<file path="config.mk">
export PLATFORM = sky130hd
export DESIGN_NAME = bpfs_top
export DESIGN_NICKNAME = d
export VERILOG_FILES = /design/src/common/bpfs_pkg.sv /design/src/rtl/bpfs_portf_mux.sv /design/src/rtl/bpfs_portd_mux.sv /design/src/rtl/bpfs_top.sv
export VERILOG_INCLUDE_DIRS = /design/src /design/src/common
export SDC_FILE = /design/constraint.sdc
export NUM_CORES = 1
export LEC_CHECK = 0
export BUFFER_PORTS_ARGS = -buffer_cell sky130_fd_sc_hd__buf_2
export CORE_ASPECT_RATIO = 2
export CORE_MARGIN = 2
export CORE_UTILIZATION = 44
export CTS_CLUSTER_SIZE = 25
export DETAILED_ROUTE_END_ITERATION = 8
export PLACE_DENSITY = 0.77
export SYNTH_ARGS = -nofsm -noshare
export SYNTH_HDL_FRONTEND = slang
export SYNTH_SLANG_ARGS = --single-unit
</file>
<file path="constraint.sdc">
create_clock -name clk_i -period 1.2 [get_ports clk_i]
set_input_delay 0.06 -clock clk_i [delete_from_list [all_inputs] [get_ports clk_i]]
set_output_delay 0.06 -clock clk_i [all_outputs]
set_load 0.005 [all_outputs]
</file>
<file path="src/common/bpfs_defs.svh">
`ifndef BPFS_DEFS_SVH
`define BPFS_DEFS_SVH

// ***************************************************************
// Boot modes
// ***************************************************************
`define BPFS_BOOT_PARALLEL      2'h0
`define BPFS_BOOT_SERIAL_FAST   2'h1
`define BPFS_BOOT_NAND          2'h2
`define BPFS_BOOT_SERIAL_SLOW   2'h3

// ***************************************************************
// Function codes and field widths
// ***************************************************************
`define BPFS_PF_FIELD_W         3
`define BPFS_PD_FIELD_W         2
`define BPFS_PF_CODE_GPIO       3'h0
`define BPFS_PF_CODE_SERIAL     3'h3
`define BPFS_PF_CODE_NAND       3'h5
`define BPFS_PD_CODE_GPIO       2'h0
`define BPFS_PD_CODE_NAND       2'h1
`define BPFS_PD_CODE_DATA       2'h2

// ***************************************************************
// Bus widths and boot sizes
// ***************************************************************
`define BPFS_AREA0_DATA_W       16
`define BPFS_BOOT_ADDR_HI       20
`define BPFS_ADDR_W             26
`define BPFS_LOADER_BYTES       8192
`define BPFS_ECC_MAX_SYMBOLS    4

`endif

</file>
<file path="src/common/bpfs_pkg.sv">
package bpfs_pkg;

    // Shared memory-side pin owner
    typedef enum logic [1:0] {
        BPFS_OWN_GPIO,
        BPFS_OWN_BUS,
        BPFS_OWN_NAND
    } bpfs_owner_t;

    // Per-pin drive bundle
    typedef struct packed {
        logic out;
        logic oe_n;
    } bpfs_pin_t;

    // NAND controller strobes and data
    typedef struct packed {
        logic       chip_enable_n;
        logic       write_strobe_n;
        logic       read_strobe_n;
        logic       address_latch;
        logic       command_latch;
        logic [7:0] data_out;
        logic       data_oe;
    } bpfs_nand_t;

    // Serial peripheral outputs
    typedef struct packed {
        logic transmit_data;
        logic slave_select_n;
        logic clock_out;
    } bpfs_serial_t;

endpackage

</file>
<file path="src/rtl/bpfs_portf_mux.sv">
`timescale 1ns/100ps
`default_nettype none
`include "bpfs_defs.svh"

// ***************************************************************
// Port F pin 9..12 function routing
// ***************************************************************
module bpfs_portf_mux (
    // Function fields
    input  wire logic [2:0]                portf_pin12_function_i,
    input  wire logic [2:0]                portf_pin11_function_i,
    input  wire logic [2:0]                portf_pin10_function_i,
    input  wire logic [2:0]                portf_pin9_function_i,
    // Peripheral sources
    input  wire bpfs_pkg::bpfs_serial_t    serial_i,
    input  wire logic                      nand_chip_enable_n_i,
    input  wire logic [3:0]                gpio_out_i,
    input  wire logic [3:0]                gpio_oe_n_i,
    // Pin drive
    output logic [3:0]                     pin_out_o,
    output logic [3:0]                     pin_oe_n_o,
    output logic                           serial_sel_o,
    output logic                           nand_rb_sel_o
);

    // Code match helper
    function automatic logic is_code(input logic [2:0] f, input logic [2:0] c);
        is_code = (f == c);
    endfunction

    // Per-pin selection; unknown codes stay GPIO
    always_comb begin
        pin_out_o  = gpio_out_i;
        pin_oe_n_o = gpio_oe_n_i;
        // Pin 12 receive data: input only in serial mode
        if (is_code(portf_pin12_function_i, `BPFS_PF_CODE_SERIAL)) begin
            pin_out_o[3]  = 1'b0;
            pin_oe_n_o[3] = 1'b1;
        end
        if (is_code(portf_pin11_function_i, `BPFS_PF_CODE_SERIAL)) begin
            pin_out_o[2]  = serial_i.transmit_data;
            pin_oe_n_o[2] = 1'b0;
        end
        if (is_code(portf_pin10_function_i, `BPFS_PF_CODE_SERIAL)) begin
            pin_out_o[1]  = serial_i.slave_select_n;
            pin_oe_n_o[1] = 1'b0;
        end else if (is_code(portf_pin10_function_i, `BPFS_PF_CODE_NAND)) begin
            pin_out_o[1]  = nand_chip_enable_n_i;
            pin_oe_n_o[1] = 1'b0;
        end
        if (is_code(portf_pin9_function_i, `BPFS_PF_CODE_SERIAL)) begin
            pin_out_o[0]  = serial_i.clock_out;
            pin_oe_n_o[0] = 1'b0;
        end else if (is_code(portf_pin9_function_i, `BPFS_PF_CODE_NAND)) begin
            pin_out_o[0]  = 1'b0;                         // Ready/busy is an input
            pin_oe_n_o[0] = 1'b1;
        end
    end

    // Selection flags for receive path
    assign serial_sel_o  = is_code(portf_pin12_function_i, `BPFS_PF_CODE_SERIAL);
    assign nand_rb_sel_o = is_code(portf_pin9_function_i, `BPFS_PF_CODE_NAND);

endmodule
`default_nettype wire

</file>
<file path="src/rtl/bpfs_portd_mux.sv">
`timescale 1ns/100ps
`default_nettype none
`include "bpfs_defs.svh"

// ***************************************************************
// Port D pin 4..15 owner selection
// ***************************************************************
module bpfs_portd_mux #(
    parameter int PINS = 12
) (
    // Function fields, two bits per pin
    input  wire logic [2*PINS-1:0]   fields_i,
    // Live owner request from the NAND chip enable
    input  wire logic                nand_active_i,
    // Per-pin owner
    output var bpfs_pkg::bpfs_owner_t owner_o [PINS]
);

    // Owner for one pin; NAND-capable pins hand over automatically
    function automatic bpfs_pkg::bpfs_owner_t pick(input logic [1:0] f, input logic nand_act);
        if (f == `BPFS_PD_CODE_NAND) begin
            pick = nand_act ? bpfs_pkg::BPFS_OWN_NAND : bpfs_pkg::BPFS_OWN_BUS;
        end else if (f == `BPFS_PD_CODE_DATA) begin
            pick = bpfs_pkg::BPFS_OWN_BUS;
        end else begin
            pick = bpfs_pkg::BPFS_OWN_GPIO;
        end
    endfunction

    // One owner per pin
    always_comb begin
        for (int i = 0; i < PINS; i++) begin
            owner_o[i] = pick(fields_i[2*i +: 2], nand_active_i);
        end
    end

endmodule
`default_nettype wire

</file>
<file path="src/rtl/bpfs_top.sv">
`timescale 1ns/100ps
`default_nettype none
`include "bpfs_defs.svh"

// ***************************************************************
// Boot pin function select, top level
// ***************************************************************
module bpfs_top #(
    parameter int ADDR_W  = `BPFS_ADDR_W,
    parameter int BOOT_HI = `BPFS_BOOT_ADDR_HI
) (
    // Clock, reset, enable
    input  wire logic                 clk_i,
    input  wire logic                 resetn_i,
    input  wire logic                 ce_i,
    // Boot straps
    input  wire logic                 boot_select_low_bit_i,
    input  wire logic                 boot_select_high_bit_i,
    // Software function fields and bus setup
    input  wire logic                 func_write_i,
    input  wire logic [2:0]           portf_pin12_function_i,
    input  wire logic [2:0]           portf_pin11_function_i,
    input  wire logic [2:0]           portf_pin10_function_i,
    input  wire logic [2:0]           portf_pin9_function_i,
    input  wire logic [23:0]          portd_function_i,
    input  wire logic                 bus_unit_ready_i,
    input  wire logic                 upper_addr_enable_i,
    input  wire logic                 loader_serial_done_i,
    // Bus unit request
    input  wire logic [ADDR_W-1:0]    bus_addr_i,
    input  wire logic [15:0]          bus_wdata_i,
    input  wire logic                 bus_read_i,
    input  wire logic                 bus_write_i,
    // NAND controller and serial sources
    input  wire bpfs_pkg::bpfs_nand_t nand_i,
    input  wire logic                 nand_cmd_req_i,
    input  wire bpfs_pkg::bpfs_serial_t serial_i,
    input  wire logic [3:0]           portf_gpio_out_i,
    input  wire logic [3:0]           portf_gpio_oe_n_i,
    input  wire logic [11:0]          portd_gpio_out_i,
    input  wire logic [11:0]          portd_gpio_oe_n_i,
    // Pin inputs
    input  wire logic [3:0]           portf_pin_in_i,
    // Memory pins
    output logic [ADDR_W-1:1]         addr_o,
    output logic [ADDR_W-1:1]         addr_oe_n_o,
    output logic [15:0]               data_out_o,
    output logic [15:0]               data_oe_n_o,
    output logic                      read_strobe_n_o,
    output logic                      area0_chip_select_n_o,
    output logic                      area0_chip_select_oe_n_o,
    output logic                      lane0_write_strobe_n_o,
    output logic                      lane0_write_strobe_oe_n_o,
    output logic [15:4]               portd_out_o,
    output logic [15:4]               portd_oe_n_o,
    output logic [3:0]                portf_out_o,
    output logic [3:0]                portf_oe_n_o,
    // Status
    output logic [1:0]                boot_mode_o,
    output logic                      boot_serial_o,
    output logic                      boot_nand_o,
    output logic                      nand_cmd_grant_o,
    output logic                      serial_receive_data_o,
    output logic                      nand_ready_busy_o
);

    // ***************************************************************
    // Configuration state
    // ***************************************************************
    logic [1:0]  mode_reg,    mode_next;
    logic        strap_reg,   strap_next;
    logic [2:0]  pf12_reg,    pf12_next;
    logic [2:0]  pf11_reg,    pf11_next;
    logic [2:0]  pf10_reg,    pf10_next;
    logic [2:0]  pf9_reg,     pf9_next;
    logic [23:0] pd_reg,      pd_next;
    logic        bsu_reg,     bsu_next;
    logic        upper_reg,   upper_next;

    // Defaults per boot mode for port D fields
    function automatic logic [23:0] pd_default(input logic [1:0] m);
        pd_default = (m == `BPFS_BOOT_PARALLEL) ? {24{1'b0}} | {12{`BPFS_PD_CODE_DATA}}
                                                : {12{`BPFS_PD_CODE_GPIO}};
    endfunction

    // Next configuration: strap caught once after reset release
    always_comb begin
        mode_next  = mode_reg;
        strap_next = strap_reg;
        pf12_next  = pf12_reg;
        pf11_next  = pf11_reg;
        pf10_next  = pf10_reg;
        pf9_next   = pf9_reg;
        pd_next    = pd_reg;
        bsu_next   = bsu_reg | bus_unit_ready_i;
        upper_next = upper_reg;
        if (!strap_reg) begin
            strap_next = 1'b1;
            mode_next  = {boot_select_high_bit_i, boot_select_low_bit_i};
            pd_next    = pd_default({boot_select_high_bit_i, boot_select_low_bit_i});
        end else if (func_write_i) begin
            pf12_next = portf_pin12_function_i;
            pf11_next = portf_pin11_function_i;
            pf10_next = portf_pin10_function_i;
            pf9_next  = portf_pin9_function_i;
            pd_next   = portd_function_i;
        end else if (loader_serial_done_i && (mode_reg == `BPFS_BOOT_SERIAL_FAST
                                           || mode_reg == `BPFS_BOOT_SERIAL_SLOW)) begin
            // Boot loader sets serial functions itself
            pf12_next = `BPFS_PF_CODE_SERIAL;
            pf11_next = `BPFS_PF_CODE_SERIAL;
            pf10_next = `BPFS_PF_CODE_SERIAL;
            pf9_next  = `BPFS_PF_CODE_SERIAL;
        end
        if (bsu_reg && upper_addr_enable_i) begin
            upper_next = 1'b1;
        end
    end

    // Register configuration
    always_ff @(posedge clk_i) begin
        if (!resetn_i) begin
            mode_reg  <= 2'h0;
            strap_reg <= 1'b0;
            pf12_reg  <= `BPFS_PF_CODE_GPIO;
            pf11_reg  <= `BPFS_PF_CODE_GPIO;
            pf10_reg  <= `BPFS_PF_CODE_GPIO;
            pf9_reg   <= `BPFS_PF_CODE_GPIO;
            pd_reg    <= {12{`BPFS_PD_CODE_GPIO}};
            bsu_reg   <= 1'b0;
            upper_reg <= 1'b0;
        end else if (ce_i) begin
            mode_reg  <= mode_next;
            strap_reg <= strap_next;
            pf12_reg  <= pf12_next;
            pf11_reg  <= pf11_next;
            pf10_reg  <= pf10_next;
            pf9_reg   <= pf9_next;
            pd_reg    <= pd_next;
            bsu_reg   <= bsu_next;
            upper_reg <= upper_next;
        end
    end

    // ***************************************************************
    // Pin routing
    // ***************************************************************
    logic [3:0]            pf_out, pf_oe_n;
    logic                  serial_sel, rb_sel;
    bpfs_pkg::bpfs_owner_t owner [12];
    logic                  nand_act;
    logic                  rb_level;

    // NAND owns the shared pins set to the NAND code whenever its chip enable is low
    assign nand_act = ~nand_i.chip_enable_n;
    // Busy input: reads as ready unless pin 9 has the NAND function
    assign rb_level = rb_sel ? portf_pin_in_i[0] : 1'b1;

    bpfs_portf_mux u_portf (
        .portf_pin12_function_i (pf12_reg),
        .portf_pin11_function_i (pf11_reg),
        .portf_pin10_function_i (pf10_reg),
        .portf_pin9_function_i  (pf9_reg),
        .serial_i               (serial_i),
        .nand_chip_enable_n_i   (nand_i.chip_enable_n),
        .gpio_out_i             (portf_gpio_out_i),
        .gpio_oe_n_i            (portf_gpio_oe_n_i),
        .pin_out_o              (pf_out),
        .pin_oe_n_o             (pf_oe_n),
        .serial_sel_o           (serial_sel),
        .nand_rb_sel_o          (rb_sel)
    );

    bpfs_portd_mux #(.PINS(12)) u_portd (
        .fields_i      (pd_reg),
        .nand_active_i (nand_act),
        .owner_o       (owner)
    );

    // ***************************************************************
    // Pin drive computation
    // ***************************************************************
    logic [ADDR_W-1:1] addr_next, addr_oe_n_next;
    logic [15:0]       dout_next, doe_n_next;
    logic [15:4]       pd_out_next, pd_oe_n_next;
    logic              rd_next, cs_next, we_next, we_oe_n_next;
    logic [11:0]       nand_pin_out;

    // Per-pin NAND function: pins 4..7 strobes, 8..15 data
    always_comb begin
        nand_pin_out = {nand_i.data_out, nand_i.write_strobe_n, nand_i.address_latch,
                        nand_i.command_latch, nand_i.read_strobe_n};
    end

    // Bus unit and shared pin drive
    always_comb begin
        // Area 0 is 16 bits wide; width not selectable
        dout_next  = bus_wdata_i[`BPFS_AREA0_DATA_W-1:0];
        doe_n_next = {16{~bus_write_i}};
        for (int a = 1; a < ADDR_W; a++) begin
            addr_next[a]      = bus_addr_i[a];
            // Only A1..A20 drive until upper lines are enabled
            addr_oe_n_next[a] = (a > BOOT_HI) ? ~upper_reg : 1'b0;
        end
        rd_next      = ~bus_read_i;
        cs_next      = ~(bus_read_i | bus_write_i);
        // Write strobe stays GPIO input until bus unit set
        we_next      = bsu_reg ? ~bus_write_i : 1'b1;
        we_oe_n_next = ~bsu_reg;
        for (int p = 0; p < 12; p++) begin
            unique case (owner[p])
                bpfs_pkg::BPFS_OWN_NAND: begin
                    pd_out_next[p+4]  = nand_pin_out[p];
                    pd_oe_n_next[p+4] = (p >= 4) ? ~nand_i.data_oe : 1'b0;
                end
                bpfs_pkg::BPFS_OWN_BUS: begin
                    pd_out_next[p+4]  = bus_wdata_i[p+4];
                    pd_oe_n_next[p+4] = ~bus_write_i;
                end
                default: begin
                    pd_out_next[p+4]  = portd_gpio_out_i[p];
                    pd_oe_n_next[p+4] = portd_gpio_oe_n_i[p];
                end
            endcase
        end
    end

    // Register every pin output
    always_ff @(posedge clk_i) begin
        if (!resetn_i) begin
            addr_o                    <= '0;
            addr_oe_n_o               <= '1;
            data_out_o                <= 16'h0000;
            data_oe_n_o               <= 16'hffff;
            read_strobe_n_o           <= 1'b1;
            area0_chip_select_n_o     <= 1'b1;
            area0_chip_select_oe_n_o  <= 1'b1;
            lane0_write_strobe_n_o    <= 1'b1;
            lane0_write_strobe_oe_n_o <= 1'b1;
            portd_out_o               <= 12'h000;
            portd_oe_n_o              <= 12'hfff;
            portf_out_o               <= 4'h0;
            portf_oe_n_o              <= 4'hf;
            boot_mode_o               <= 2'h0;
            boot_serial_o             <= 1'b0;
            boot_nand_o               <= 1'b0;
            nand_cmd_grant_o          <= 1'b0;
            serial_receive_data_o     <= 1'b0;
            nand_ready_busy_o         <= 1'b1;
        end else if (ce_i) begin
            addr_o                    <= addr_next;
            addr_oe_n_o               <= strap_reg ? addr_oe_n_next : '1;
            data_out_o                <= dout_next;
            data_oe_n_o               <= doe_n_next;
            read_strobe_n_o           <= rd_next;
            area0_chip_select_n_o     <= cs_next;
            area0_chip_select_oe_n_o  <= ~(strap_reg && mode_reg == `BPFS_BOOT_PARALLEL);
            lane0_write_strobe_n_o    <= we_next;
            lane0_write_strobe_oe_n_o <= we_oe_n_next;
            portd_out_o               <= pd_out_next;
            portd_oe_n_o              <= pd_oe_n_next;
            portf_out_o               <= pf_out;
            portf_oe_n_o              <= pf_oe_n;
            boot_mode_o               <= mode_reg;
            boot_serial_o             <= strap_reg & mode_reg[0];
            boot_nand_o               <= strap_reg & (mode_reg == `BPFS_BOOT_NAND);
            nand_cmd_grant_o          <= nand_cmd_req_i & rb_level;
            serial_receive_data_o     <= serial_sel ? portf_pin_in_i[3] : 1'b0;
            nand_ready_busy_o         <= rb_level;
        end
    end

    // ***************************************************************
    // Checks
    // ***************************************************************
    chk_busy_no_cmd: assert property (@(posedge clk_i) disable iff (!resetn_i)
        ce_i && rb_sel && !portf_pin_in_i[0] |=> !nand_cmd_grant_o)
        else $error("NAND command granted while busy");
    chk_upper_addr_off: assert property (@(posedge clk_i) disable iff (!resetn_i)
        !upper_reg |-> addr_oe_n_o[ADDR_W-1])
        else $error("upper address driven before enable");
    chk_we_gpio_input: assert property (@(posedge clk_i) disable iff (!resetn_i)
        !bsu_reg && $past(!bsu_reg) |-> lane0_write_strobe_oe_n_o)
        else $error("write strobe driven before setup");
    chk_pf_serial_sel: assert property (@(posedge clk_i) disable iff (!resetn_i)
        ce_i && pf11_reg == `BPFS_PF_CODE_SERIAL |=> !portf_oe_n_o[2])
        else $error("serial transmit not driven");
    chk_pf_nand_ce: assert property (@(posedge clk_i) disable iff (!resetn_i)
        ce_i && pf10_reg == `BPFS_PF_CODE_NAND |=> portf_out_o[1] == $past(nand_i.chip_enable_n))
        else $error("NAND chip enable not routed");
    chk_pd_unknown: assert property (@(posedge clk_i) disable iff (!resetn_i)
        ce_i && pd_reg[23:22] == 2'h3 |=> portd_oe_n_o[15] == $past(portd_gpio_oe_n_i[11]))
        else $error("unknown code drove memory signal");
    chk_mode_nand: assert property (@(posedge clk_i) disable iff (!resetn_i)
        ce_i && strap_reg && mode_reg == `BPFS_BOOT_NAND |=> boot_nand_o && !boot_serial_o)
        else $error("NAND boot flag wrong");
    chk_cs_parallel: assert property (@(posedge clk_i) disable iff (!resetn_i)
        ce_i && strap_reg && mode_reg != `BPFS_BOOT_PARALLEL |=> area0_chip_select_oe_n_o)
        else $error("area 0 select driven outside mode 0");

endmodule
`default_nettype wire

</file>
== After elaboration in Yosys (flattened, before gate mapping) ==
Index checks and enable logic that the tools add are counted.

* Equal/unequal tests: 58
* Mux-type cells: 73
* Bitwise operators: 13
* Reductions and logical operators: 11

{| class="wikitable"
|+ Operators with widths
! operator !! number
|-
| $mux 24 || 3
|-
| $eq 2x2->1 const B || 26
|-
| $eq 2x1->1 const B || 25
|-
| $pmux 1 s2 || 24
|-
| $mux 1 || 27
|-
| $mux 2 || 13
|-
| $mux 25 || 1
|-
| $mux 3 || 5
|-
| $eq 3x2->1 const B || 4
|-
| $not 1->1 || 8
|-
| $eq 3x3->1 const B || 2
|-
| $reduce_and 2->1 || 3
|-
| $logic_not 2->1 || 2
|-
| $and 1x1->1 || 3
|-
| $logic_and 1x1->1 || 3
|-
| $reduce_and 3->1 || 1
|-
| $ne 2x2->1 const B || 1
|-
| $or 1x1->1 || 2
|-
| $reduce_bool 2->1 || 1
|-
| $logic_or 1x1->1 || 1
|}

* Register bits after elaboration: 152
* Input bits: 143
* Output and inout bits: 126
* Word-level logic and storage cells: 183

== Longest topological paths before layout ==
* Word-level depth: 5
* Depth in mapped cells: 7
* Gate-level depth less buffers: 3

== By module ==
A second synthesis with hierarchy kept.

* Cells, all modules: 687
* Area total of the unflattened synthesis: 6266.0 um^2

{| class="wikitable"
|+ Modules (own cells, without submodules)
! module !! instances !! cells an instance !! area an instance (um^2)
|-
| bpfs_top || 1 || 608 || 5824.3
|-
| bpfs_portd_mux || 1 || 51 || 275.3
|-
| bpfs_portf_mux || 1 || 28 || 166.4
|}

== Least setup slack after synthesis ==
OpenSTA, ideal clock, no wires.

* Path kind: reg2reg
* From: register pd_reg[15]
* To: register portd_out_o[11] (netlist bit)
* Library setup time: 0.077 ns
* Data arrival time: 1.094 ns
* Required time: 1.123 ns
* Path slack: 0.029 ns
* Stages on the path, launching flop included: 4
* Path buffers: 0
* Clock period less this slack: 1.171 ns
* Cells stage by stage: dfxtp_1 -> nand2b_1 -> or3b_2 -> a41oi_2

* Longest elaborated chain between the ends: 5

{| class="wikitable"
|+ Ends and longest elaborated chain
! item !! line !! RTL
|-
| start, declared || bpfs_top.sv:76 || <nowiki>logic [23:0] pd_reg, pd_next;</nowiki>
|-
| start signal, assigned || bpfs_top.sv:129 || <nowiki>pd_reg <= {12{`BPFS_PD_CODE_GPIO}};</nowiki>
|-
| start signal, assigned || bpfs_top.sv:139 || <nowiki>pd_reg <= pd_next;</nowiki>
|-
| $eq 2x2->1 (no source line) || -- ||
|-
| $mux 1 || bpfs_portd_mux.sv:23 || <nowiki>end else if (f == `BPFS_PD_CODE_DATA) begin</nowiki>
|-
| $mux 2 * || bpfs_portd_mux.sv:21 || <nowiki>if (f == `BPFS_PD_CODE_NAND) begin</nowiki>
|-
| $eq 2x1->1 or $eq 2x2->1 (tied branches) || bpfs_top.sv:211 || <nowiki>unique case (owner[p])</nowiki>
|-
| $pmux 1 s2 * || bpfs_top.sv:211 ||
|-
| end signal, assigned || bpfs_top.sv:260 || <nowiki>portd_out_o <= pd_out_next;</nowiki>
|-
| end, declared || bpfs_top.sv:54 || <nowiki>output logic [15:4] portd_out_o,</nowiki>
|}

Every way passes the cells marked *; elsewhere a longest branch is shown, timed or not.
A chain may end at the register's enable or synchronous reset.

== Worst setup path after layout ==
Same ends and word-level chain as after synthesis.

==> summary.txt <==
Setup path
  • Reg2reg setup slack: -0.01 ns
  • CP endpoint kind: flop
  • Crit Path Class: reg2reg
  • Worst R2R End: portd_out_o[11]
  • FF-to-FF Start: pd_reg[15]
  • Arrival @ worst endpoint: 1.55 ns
  • Worst setup SP type: flop
  • Top fanout value on the critical path: 4
  • Cells on worst reg2reg path: 3
  • Worst EP required: 1.53 ns

Clocking
  • Clk pin slew, worst setup/hold paths: 0.06 ns
  • CTS buffer count: 17
  • Clk sinks: 129
  • H-tree depth: 4
  • Root buf cell: clkbuf_16
  • CTS tree: done
  • Clk buf depth: 2
  • Clock Latency Late Sink: 0.41 ns

Timing
  • Period utilisation layout: 101.1%
  • WHS: 0.02974 ns
  • RSZ-0062 raised after global routing: yes
  • Max Clk Rate: 0.8241 GHz
  • Layout Skew: 0.006575 ns
  • Final Hold Fails: 0
  • Tmin final: 1.213 ns
  • Worst slew pin tran: 0.5275 ns
  • Relative slew slack: 64.83%
  • Fin. max-slew vios: 0
  • Setup violators final: 3
  • Final worst slack: -0.01349 ns

Die
  • FP Rows: 62
  • Die W: 90.02 microns
  • Initial Util: 45.13%
  • Boundary pin count: 269
  • Die ar.: 15850 sq um
  • Core area: 14430 sq um
  • Die H: 176.0 microns

Global routing
  • GRT Util Overall: 25.01%
  • GR Overflow Total: 0
  • Largest net degree at the start of global routing: 64
  • Vias in the first global route: 6177
  • Antenna violations before repair: 3
  • First-pass GRT wire length: 31180 microns

Yosys
  • Mapped Nets: 829
  • Synthesized flop and latch total: 129
  • Largest family of logic cells by synthesized area: simple AND/OR/NAND/NOR gates
  • Yosys top cell by area: dfxtp_1
  • Largest cells by area after synthesis: dfxtp_1 40%, mux2i_1 7.2%, nor2b_1 7.0%
  • Xor/xnor share of the synthesized area: 0.6726%
  • Post-synthesis mux area share: 7.225%
  • Ys Warns: 0
  • Post-synth top flop: dfxtp_1
  • Post-synth EDFFs: 0
  • Top-area cell type share of the netlist area: 39.66%
  • Post-synthesis compound-gate area fraction: 21.23%
  • Post-Synth Adder-Cell Area: 0%
  • Synth unique cells: 52
  • Cell Area, Synth: 6511 sq um
  • Syn Area/Cell: 9.492 sq um
  • Post-Synth Simple-Gate Area: 22.25%
  • Sequential element share of the synthesized area: 39.66%
  • FFs w/ async S/R, synth: 0%
  • Syn Inst Count: 686

Pwr
  • Static Leak: 4.215 nW
  • Total Power: 11.96 mW
  • Worst vdd rail ir drop: 0.001037 V
  • Power per cell area: 1265 nW/um^2

Routing
  • Initial drt markers: 149
  • Post-route ant nets: 0
  • Vias: 6212
  • DRC: 0
  • DR WL/cell: 17.06 microns
  • Initial DRT Pass Iterations: 5
  • Routed WL: 20470 microns
  • Via-per-instance ratio: 5.177

Min path
  • Hold WC Path Type: in2reg
  • Endpoint of the worst hold path: pd_reg[3]
  • WHS Path Cells: 3
  • Worst hold start: portd_function_i[3]

Placed design
  • GPL Wtd Cong: 0.7992
  • Post-DP HPWL: 14040 microns
  • Dpl ws: -0.2836 ns
  • Post-place instance area: 7796 sq um
  • Port Buffer Count: 265
  • DP Cell Count: 1079

Cells and area
  • Area added between synthesis and finish: 45.20%
  • Layout cells sized above 1: 38.81%
  • Final nets: 1135
  • Max FFs per register: 25
  • Post-route cell area: 9454 sq um
  • Fin cells: 1200

Status
  • Status: finished with violations
  • Failing checks: negative setup slack

Flow run
  • Max Cap Violations: 0
-- through the flow --
stage,utilization (%),setup TNS [ns]
finish,65.52,-0.02927
global route,65.52,-0.4469
CTS,64.68,-0.05391
detailed placement,54.03,-5.102
global placement,54.03,-4.195
floorplan,-,0
-- cells in the mapped netlist, types with 4 or more instances --
master / number
and2b_1: 6
or3_1: 7
buf_4: 46
nor2b_1: 73
nand4_1: 4
and2_1: 14
nor4bb_1: 5
buf_2: 15
xnor2_1: 4
a41oi_2: 8
dfxtp_1: 129
o311a_1: 8
inv_1: 10
o221a_1: 10
a21oi_1: 16
a21bo_2: 7
nand2_1: 18
o32a_1: 8
a21boi_0: 28
a2bb2oi_1: 7
nand3b_1: 10
o31ai_1: 4
nand2b_1: 42
o21bai_1: 8
o211a_1: 4
o21ai_0: 45
o221ai_1: 5
and3b_1: 5
and3_1: 12
or3b_1: 8
mux2i_1: 47
nand3_1: 19
clkbuf_1: 22
a31oi_1: 7
-- timing repair --
action | in CTS | in global routing
hold endpoints to repair | 81 | 0
resized for setup | 22 | 41
setup buffers | 3 | 1
setup endpoints to repair | 66 | 41
gates cloned | 1 | 0
pin swaps | 1 | 22
hold buffers | 81 | 0
-- cell type report --
class / count / area (sq um)
Timing Repair Buffer: 375 / 2474
Fill cell: 1159 / 4975
Antenna cell: 3 / 7.507
Sequential cell: 129 / 2621
Inverter: 10 / 37.54
Tap cell: 192 / 240.2
Multi-Input combinational cell: 459 / 3466
Clock inverter: 9 / 130.1
Clock buffer: 23 / 478.0
-- power breakdown --
part           internal [mW]  switching, mW
Combinational           1.09          0.821
Clock                   3.43           1.87
Sequential              4.55          0.211
Total                   9.06           2.90
-- layer usage --
layer / global-route usage (%) / routed length [microns] / up-vias
met1: 24.70 / 7305 / 2912
met4: 13.59 / 780 / 0
met5: 0 / 0 / -
met3: 5.079 / 877 / 52
met2: 48.03 / 11510 / 215
li1: - / - / 3033
-- how the worst max path moves through the flow --
stage / startpoint / endpoint / slack, ns / depth (start not counted)
after floorplan: pd_reg[15] / portd_out_o[11] / 0.03 / 3
after global placement: strap_reg / pd_reg[23] / -0.25 / 2
after detailed placement: strap_reg / pd_reg[1] / -0.28 / 2
after CTS: pd_reg[15] / portd_out_o[11] / -0.03 / 3
after global routing: pd_reg[15] / portd_out_o[11] / -0.07 / 3
final: pd_reg[15] / portd_out_o[11] / -0.01 / 3
-- placed cells by master (no fill, tap or decap), drive strengths merged, types with 6 or more instances in the layout --
| cell | n |
|---|---|
| mux2i | 47 |
| nand3b | 10 |
| and2b | 6 |
| nor2b | 73 |
| a31oi | 7 |
| nand3 | 19 |
| and2 | 14 |
| a21boi | 31 |
| a21bo | 8 |
| o32a | 8 |
| o21ai | 45 |
| a21oi | 16 |
| dlygate4sd3 | 81 |
| or3 | 7 |
| or3b | 9 |
| clkbuf | 23 |
| inv | 10 |
| a2bb2oi | 7 |
| o221a | 13 |
| a41oi | 8 |
| dfxtp | 129 |
| nand2b | 42 |
| o21bai | 8 |
| buf | 294 |
| nand2 | 18 |
| and3 | 12 |
| o311a | 8 |
-- critical path, cell delays in order (launching register included) --
cell      delay (ns)
dfxtp_2         0.34
nand2b_1        0.15
or3b_2          0.47
a41oi_2         0.17
-- logic make-up (layout without fill, tap and decap cells) --
| logic type | Yosys count | after routing |
|---|---|---|
| AND/OR/NAND/NOR | 230 | 230 |
| AO/OA/AOI/OAI | 177 | 177 |
| flip-flops | 129 | 129 |
| buffers and inverters | 98 | 417 |
| multiplexers | 47 | 47 |
| XOR/XNOR | 5 | 5 |
| other | 0 | 3 |
No activity file was read; power rests on OpenSTA's default activity.
